`config.mk`:
```
export PLATFORM = sky130hd
export DESIGN_NAME = watchdog_timeout_prescaler
export DESIGN_NICKNAME = d
export VERILOG_FILES = /design/src/pkg/wdt_pkg.sv /design/src/design/watchdog_timeout_prescaler.sv /design/src/design/wdt_osc_tick.sv
export SDC_FILE = /design/constraint.sdc
export NUM_CORES = 1
export LEC_CHECK = 0
export BUFFER_PORTS_ARGS = -buffer_cell sky130_fd_sc_hd__buf_4
export CAP_MARGIN = 20
export CORE_MARGIN = 1
export CORE_UTILIZATION = 54
export CTS_CLUSTER_DIAMETER = 80
export DETAILED_ROUTE_END_ITERATION = 8
export PLACE_DENSITY = 0.78
export SLEW_MARGIN = 20
export SYNTH_ARGS = -nofsm -noshare
export SYNTH_HDL_FRONTEND = slang
export SYNTH_SLANG_ARGS = --single-unit
```
`constraint.sdc`:
```
create_clock -name ref_clk -period 3.55 [get_ports ref_clk]
set_input_delay 0.355 -clock ref_clk [delete_from_list [all_inputs] [get_ports ref_clk]]
set_output_delay 0.355 -clock ref_clk [all_outputs]
set_load 0.02 [all_outputs]
```
`src/pkg/wdt_pkg.sv`:
```
/*
 watchdog time-out prescaler constants: register map, field positions, timing.
 assumes a 100 MHz system clock and a 32 kHz watchdog oscillator derived from it.
*/
package wdt_pkg;
	localparam int CLK_HZ = 100_000_000;
	localparam int OSC_HZ = 32_000;
	localparam int OSC_DIV = CLK_HZ / OSC_HZ;
	localparam int CNT_W = 19;
	localparam int BASE_CYCLES = 512;
	localparam int EVT_W = 2;
	localparam logic [7:0] OFF_CTRL = 8'h00;
	localparam logic [7:0] OFF_PROTECT = 8'h04;
	localparam logic [7:0] OFF_STATUS = 8'h08;
	localparam logic [7:0] OFF_MASK = 8'h0c;
	localparam logic [7:0] OFF_COUNT = 8'h10;
	localparam logic [7:0] OFF_CMD = 8'h14;
	localparam int FLAG_BIT = 7;
	localparam int IRQEN_BIT = 6;
	localparam int TSEL_HI_BIT = 5;
	localparam int RSTEN_BIT = 3;
	localparam int CMD_RESTART_BIT = 0;
	localparam int CMD_VECTOR_BIT = 1;
	localparam int EVT_TIMEOUT = 0;
	localparam int EVT_REJECT = 1;
	localparam logic [3:0] TSEL_MAX = 4'h9;
	localparam logic [3:0] TSEL_RESET = 4'h0;
	localparam logic [7:0] UNLOCK_SIG = 8'hd8;
	localparam logic [2:0] UNLOCK_WIN = 3'h4;
	localparam logic [15:0] RESET_VECTOR = 16'h0000;
endpackage : wdt_pkg

```
`src/design/watchdog_timeout_prescaler.sv`:
```
/*
 watchdog time-out prescaler with wishbone classic slave, timed unlock and interrupt.
 assumes a wishbone classic master on ref_clk and that the core pulses the command
 register for the restart instruction and for entry to the watchdog vector.
*/
// Operation
// while enabled, four-bit timeout_select (bits 5 and 2:0) sets the time-out count
// count is 512 oscillator cycles doubled per code step, up to 256K
// reserved codes 1010 to 1111 are replaced by a valid code below 1010
// software writes the unlock signature, then the field within four cycles
// timeout_select writes outside the four-cycle unlock window are rejected
// a watchdog reset requests execution from reset vector 0x0000
// the counter advances only on the 32 kHz oscillator tick
// irq enable turns time-out into interrupt; with reset enable, hardware clears it
// interrupt time-out sets the flag; vector entry or write-one clears it
// counter clears on restart, when disabled, and on chip reset
// time-out fires on the tick where the count reaches the selected count
`timescale 1ns/100ps
module watchdog_timeout_prescaler #(
	parameter int OSC_DIV = wdt_pkg::OSC_DIV
) (
	input wire logic ref_clk,
	input wire logic resetn,
	input wire logic wb_cyc_i,
	input wire logic wb_stb_i,
	input wire logic wb_we_i,
	input wire logic [7:0] wb_adr_i,
	input wire logic [3:0] wb_sel_i,
	input wire logic [31:0] wb_dat_i,
	output logic [31:0] wb_dat_o,
	output logic wb_ack_o,
	output logic irq,
	output logic timeoutIrqFlag,
	output logic resetReq,
	output logic [15:0] resetVector
);
	import wdt_pkg::*;

	typedef struct packed {
		logic ack;
		logic [31:0] rdata;
		logic [3:0] tsel;
		logic irqEn;
		logic rstEn;
		logic flag;
		logic [2:0] unlock;
		logic [CNT_W-1:0] cnt;
		logic [EVT_W-1:0] sts;
		logic [EVT_W-1:0] mask;
		logic irq;
		logic rstReq;
		logic [15:0] vec;
	} state_s;

	state_s s_q;
	state_s s_d;
	logic tick;
	logic acc;
	logic wr;
	logic rd;
	logic enabled;
	logic timeout;
	logic restart;
	logic [CNT_W-1:0] limit;
	logic [CNT_W-1:0] cntInc;
	logic ctrlOpen;
	logic [3:0] wrSel;

	// the tick divider below cannot count past sixteen bits
	if (OSC_DIV < 2 || OSC_DIV > 65535) begin : g_bad_div
		$error("oscillator divider out of range");
	end

	// reserved codes fall back to the longest valid setting, the safe side for a watchdog
	function automatic logic [3:0] fix_code(input logic [3:0] code);
		fix_code = (code > TSEL_MAX) ? TSEL_MAX : code;
	endfunction : fix_code

	wdt_osc_tick #(.DIV(OSC_DIV)) wdt_osc_tick_i (
		.ref_clk(ref_clk),
		.resetn(resetn),
		.tick(tick)
	);

	assign acc = wb_cyc_i && wb_stb_i && !s_q.ack;
	assign wr = acc && wb_we_i && wb_sel_i[0];
	assign rd = acc && !wb_we_i;
	assign enabled = s_q.irqEn || s_q.rstEn;
	assign limit = CNT_W'(BASE_CYCLES) << s_q.tsel;
	assign cntInc = s_q.cnt + CNT_W'(1);
	assign timeout = tick && enabled && (cntInc >= limit);
	assign restart = wr && wb_adr_i == OFF_CMD && wb_dat_i[CMD_RESTART_BIT];
	// an accepted control write is the only path that may shorten the period or stop a reset-enabled count
	assign ctrlOpen = wr && wb_adr_i == OFF_CTRL && s_q.unlock != 3'h0;
	assign wrSel = {wb_dat_i[TSEL_HI_BIT], wb_dat_i[2:0]};

	always_comb begin
		logic [3:0] newSel;
		logic [EVT_W-1:0] evt;
		logic setFlag;
		logic clrFlag;
		newSel = {wb_dat_i[TSEL_HI_BIT], wb_dat_i[2:0]};
		evt = '0;
		setFlag = 1'b0;
		clrFlag = 1'b0;
		s_d = s_q;
		s_d.ack = acc;
		s_d.rstReq = 1'b0;
		s_d.rdata = 32'h0000_0000;
		if (s_q.unlock != 3'h0) begin
			s_d.unlock = s_q.unlock - 3'h1;
		end
		if (wr && wb_adr_i == OFF_PROTECT && wb_dat_i[7:0] == UNLOCK_SIG) begin
			s_d.unlock = UNLOCK_WIN;
		end
		if (wr && wb_adr_i == OFF_CTRL) begin
			s_d.irqEn = wb_dat_i[IRQEN_BIT];
			clrFlag = wb_dat_i[FLAG_BIT];
			if (s_q.unlock != 3'h0) begin
				// one write spends the window, like a real timed sequence
				s_d.tsel = fix_code(newSel);
				s_d.rstEn = wb_dat_i[RSTEN_BIT];
				s_d.unlock = 3'h0;
			end else begin
				// enabling is free; changing the period or clearing reset enable is not
				s_d.rstEn = s_q.rstEn || wb_dat_i[RSTEN_BIT];
				if (fix_code(newSel) != s_q.tsel || (s_q.rstEn && !wb_dat_i[RSTEN_BIT])) begin
					evt[EVT_REJECT] = 1'b1;
				end
			end
		end
		if (wr && wb_adr_i == OFF_CMD && wb_dat_i[CMD_VECTOR_BIT]) begin
			clrFlag = 1'b1;
		end
		if (wr && wb_adr_i == OFF_STATUS) begin
			s_d.sts = s_q.sts & ~wb_dat_i[EVT_W-1:0];
		end
		if (wr && wb_adr_i == OFF_MASK) begin
			s_d.mask = wb_dat_i[EVT_W-1:0];
		end
		// a new period starts from zero, so the count never sits above a shorter limit
		if (restart || ctrlOpen || !enabled) begin
			s_d.cnt = '0;
		end else if (tick) begin
			s_d.cnt = timeout ? CNT_W'(0) : cntInc;
		end
		if (timeout) begin
			evt[EVT_TIMEOUT] = 1'b1;
			if (s_q.irqEn) begin
				setFlag = 1'b1;
				if (s_q.rstEn) begin
					s_d.irqEn = 1'b0;
				end
			end else begin
				s_d.rstReq = 1'b1;
			end
		end
		// an interrupt time-out in the same cycle as a clear keeps the flag set
		s_d.flag = (s_q.flag && !clrFlag) || setFlag;
		s_d.sts = s_d.sts | evt;
		s_d.irq = |(s_d.sts & s_d.mask);
		s_d.vec = RESET_VECTOR;
		if (rd) begin
			unique case (wb_adr_i)
				OFF_CTRL: begin
					s_d.rdata[FLAG_BIT] = s_q.flag;
					s_d.rdata[IRQEN_BIT] = s_q.irqEn;
					s_d.rdata[TSEL_HI_BIT] = s_q.tsel[3];
					s_d.rdata[RSTEN_BIT] = s_q.rstEn;
					s_d.rdata[2:0] = s_q.tsel[2:0];
				end
				OFF_PROTECT: s_d.rdata[2:0] = s_q.unlock;
				OFF_STATUS: s_d.rdata[EVT_W-1:0] = s_q.sts;
				OFF_MASK: s_d.rdata[EVT_W-1:0] = s_q.mask;
				OFF_COUNT: s_d.rdata[CNT_W-1:0] = s_q.cnt;
				default: s_d.rdata = 32'h0000_0000;
			endcase
		end
	end

	always_ff @(posedge ref_clk) begin
		if (!resetn) begin
			s_q <= '0;
		end else begin
			s_q <= s_d;
		end
	end

	assign wb_dat_o = s_q.rdata;
	assign wb_ack_o = s_q.ack;
	assign irq = s_q.irq;
	assign timeoutIrqFlag = s_q.flag;
	assign resetReq = s_q.rstReq;
	assign resetVector = s_q.vec;
endmodule : watchdog_timeout_prescaler

```
`src/design/wdt_osc_tick.sv`:
```
/*
 divider that stands in for the 32 kHz watchdog oscillator as a one-cycle enable.
 assumes a single free-running system clock.
*/
`timescale 1ns/100ps
module wdt_osc_tick #(
	parameter int DIV = wdt_pkg::OSC_DIV
) (
	input wire logic ref_clk,
	input wire logic resetn,
	output logic tick
);
	import wdt_pkg::*;

	typedef struct packed {
		logic [15:0] cnt;
		logic tick;
	} state_s;

	state_s s_q;
	state_s s_d;

	if (DIV < 2 || DIV > 65535) begin : g_bad_div
		$error("divider out of range");
	end

	always_comb begin
		s_d = s_q;
		s_d.tick = 1'b0;
		if (s_q.cnt == 16'(DIV - 1)) begin
			s_d.cnt = 16'h0000;
			s_d.tick = 1'b1;
		end else begin
			s_d.cnt = s_q.cnt + 16'h0001;
		end
	end

	always_ff @(posedge ref_clk) begin
		if (!resetn) begin
			s_q <= '0;
		end else begin
			s_q <= s_d;
		end
	end

	assign tick = s_q.tick;
endmodule : wdt_osc_tick

```
==> results.yml <==
run_status:
  status: "finished, final reports clean"
power_and_ir_drop:
  powerDensity_mw_per_mm2: 388.3
  max-vdd-ir-drop_mv: 0.2206
  p_leak_nw: 1.780
  total_power_mw: 1.758
worst_setup_path:
  crit_path_end_kind: "register"
  path_max_fanout: 7
  required_ns: 3.83
  startpoint_type: "register"
  setup.worst_path.class: "reg -> reg"
  cp.arrival_ns: 3.60
placed_design:
  dp.cells: 592
  port_buffers: 44
  hpwl_mm: 6.552
  gp_congestion: 0.8979
synthesis:
  yosys_register_bits: 72
  synth_edf_count: 0
  synthFlopType: "dfxtp_1"
  seq_area_frac_synth: 0.3574
  yosysUniqueCellTypes: 63
  ys_warn_count: 0
  async_flop_share: 0
  syn-cell-area_mm2: 0.004033
  avgSynthCellArea_um2: 8.490
  synthCells: 475
sta:
  post-route-period-util: 0.9348
  max_slew_margin: 0.4385
  finalClockSkew_ns: 0.008822
  fmax_mhz: 301.3
  finalSetupViolations: 0
  grt_setup_unrepaired: "no"
  fin_crit_ns: 3.319
  report.final.slew_viol_count: 0
  whs_ns: 0.2829
  hold_viol: 0
  worst_pin_slew_ns: 0.8358
  finalSetupTns_ns: 0
grt:
  grt_pass1_wl_mm: 15.12
  use_met3: 0.04757
  grt_usage: 0.2539
  busiest_layer: "met2"
  overflow: 0
  grt_start_max_net_pins: 17
  grt_antenna_before_repair: 0
  use_met2: 0.4252
  grt_pass1_vias: 3121
  use_met1: 0.3195
cells_and_area:
  fill_cells: 625
  multi_input_area_mm2: 0.002195
  fin_nets: 571
  diodes: 0
  final-instance-count-excl-fill: 610
  drive_gt1_frac: 0.1840
  area_growth_pct: 12.29
  final-seq-area_mm2: 0.001444
drt:
  wl_per_cell_um: 15.13
  wirelength_mm: 9.227
  routed_via_density: 5.670
  first_pass_iters: 5
  dr_total_vias: 3459
  post-route-drc-count: 0
  ant_nets: 0
  dr.first_iter.drc_count: 270
floorplan:
  num_io_pins: 101
  die_area_mm2: 0.007817
  die_x_um: 88.42
  start_util: 0.5560
  num_rows: 31
  die-height_um: 88.42
  core_mm2: 0.007253
clocking:
  clk_latency_ns: 0.35
  clock_path_buffers: 2
  path_clk_slew_ns: 0.08
  cts_made_buffers: 9
  cts_tree: "yes"
  htreeDepth: 3
  root_buffer: "clkbuf_8"
  clkSinkCount: 72
worst_hold_path:
  hp-class: "in -> reg"
flow_run:
  max_cap_violations: 0
[timing repair]
item / in CTS / in global routing
setup endpoints to repair: 0 / 23
gates resized for setup: 0 / 10
setup buffers: 0 / 1
hold buffers: 0 / 0
[flip-flops by register name (all words and copies together) (netlist names)]
signal               flops
irq                      1
resetReq                 1
s_q                     32
timeoutIrqFlag           1
wb_ack_o                 1
wb_dat_o                19
wdt_osc_tick_i.s_q      16
wdt_osc_tick_i.tick      1
[cells in the final DEF (no fill, tap or decap), types with 4 or more instances in the layout]
master,Yosys,routed
dfxtp_1,72,70
nand3_1,20,20
clkbuf_8,0,9
o21ai_0,5,5
o22ai_1,10,10
xor2_1,10,10
xnor2_1,16,16
a21oi_1,10,9
nor2_1,42,42
o221ai_1,5,5
and3_1,4,4
nor3_1,11,10
nand2b_1,5,5
conb_1,1,29
nand4_1,14,14
nor4_1,16,16
nand2_1,40,40
or3_1,4,4
a22o_1,4,4
a21o_1,4,4
buf_4,50,55
nor2b_1,5,5
ha_1,16,16
inv_1,35,35
nand3b_1,4,4
[path summary, 6_finish.rpt]
check	startpoint	end	slack (ns)	cells past startpoint
worst max-delay path	s_q[22]$_SDFFE_PP0P_	s_q[30]$_SDFFE_PP0P_	0.23	11
worst min-delay path	resetn	timeoutIrqFlag$_SDFF_PN0_	0.28	2
worst max register to register	s_q[22]$_SDFFE_PP0P_	s_q[30]$_SDFFE_PP0P_	0.23	11
worst min register to register	wdt_osc_tick_i.s_q[1]$_SDFF_PP0_	wdt_osc_tick_i.s_q[1]$_SDFF_PP0_	0.50	1
[metrics by stage]
stage               cell area [um2]  utilization  setup slack (ns)
global placement               4234       0.5838            0.1725
CTS                            4456       0.6143           0.02385
global route                   4528       0.6243           0.05333
floorplan                      4138            -            0.3802
detailed placement             4234       0.5838           0.09039
finish                         4528       0.6243            0.2315
[cell type report]
type,instances,share of cell area
multi-input combinational,333,0.4847
sequential,72,0.3189
timing repair buffer,55,0.09119
inverter,35,0.02901
clock buffer,10,0.02818
tap,99,0.02736
clock inverter,6,0.02072
[worst max-delay path, cell delays in order, from the launching register on]
cell and delay (ns):
dfxtp_2 0.41, nand4_1 0.16, or4_4 0.60, nor2_1 0.15
xnor2_1 0.16, inv_1 0.08, ha_1 0.23, nor3_2 0.31
a211oi_4 0.14, a211oi_2 0.37, or4b_1 0.47, a31oi_1 0.17
[cells by family after synthesis]
logic type	count (synthesis)	share of synthesized area
buf+inv	99	0.1399
simple gates	191	0.2588
xor+xnor	26	0.05647
mux	5	0.01303
other cells	1	0.0009299
compound gates	65	0.1238
fa+ha+maj	16	0.04964
flops	72	0.3574
[where the power goes]
group          total (mW)  switching (mW)  leakage (nW)  internal [mW]
Clock               0.727           0.328         0.107          0.399
Combinational       0.188           0.117          1.09         0.0714
Sequential          0.843          0.0182         0.582          0.825
Total                1.76           0.463          1.78           1.30
[Yosys cell counts (all sizes together), types with 5 or more instances]
cell type	instances	share of area
nand3	22	0.030
nor2b	5	0.0078
nand2	40	0.037
nor4	18	0.031
nor2	43	0.042
clkbuf	8	0.0074
xnor2	16	0.035
buf	56	0.10
inv	35	0.033
nand2b	5	0.0078
o22ai	10	0.016
ha	16	0.050
o21ai	7	0.0087
or4	5	0.010
dfxtp	72	0.36
nand4	14	0.022
o221ai	5	0.011
nor3	12	0.016
xor2	10	0.022
a21oi	10	0.012
[metal layers]
metal,wire [um],share of wire
met5,0,0
met2,4440,0.48
met4,251,0.027
met1,4060,0.44
met3,474,0.051
No activity file was read; power rests on OpenSTA's default activity.
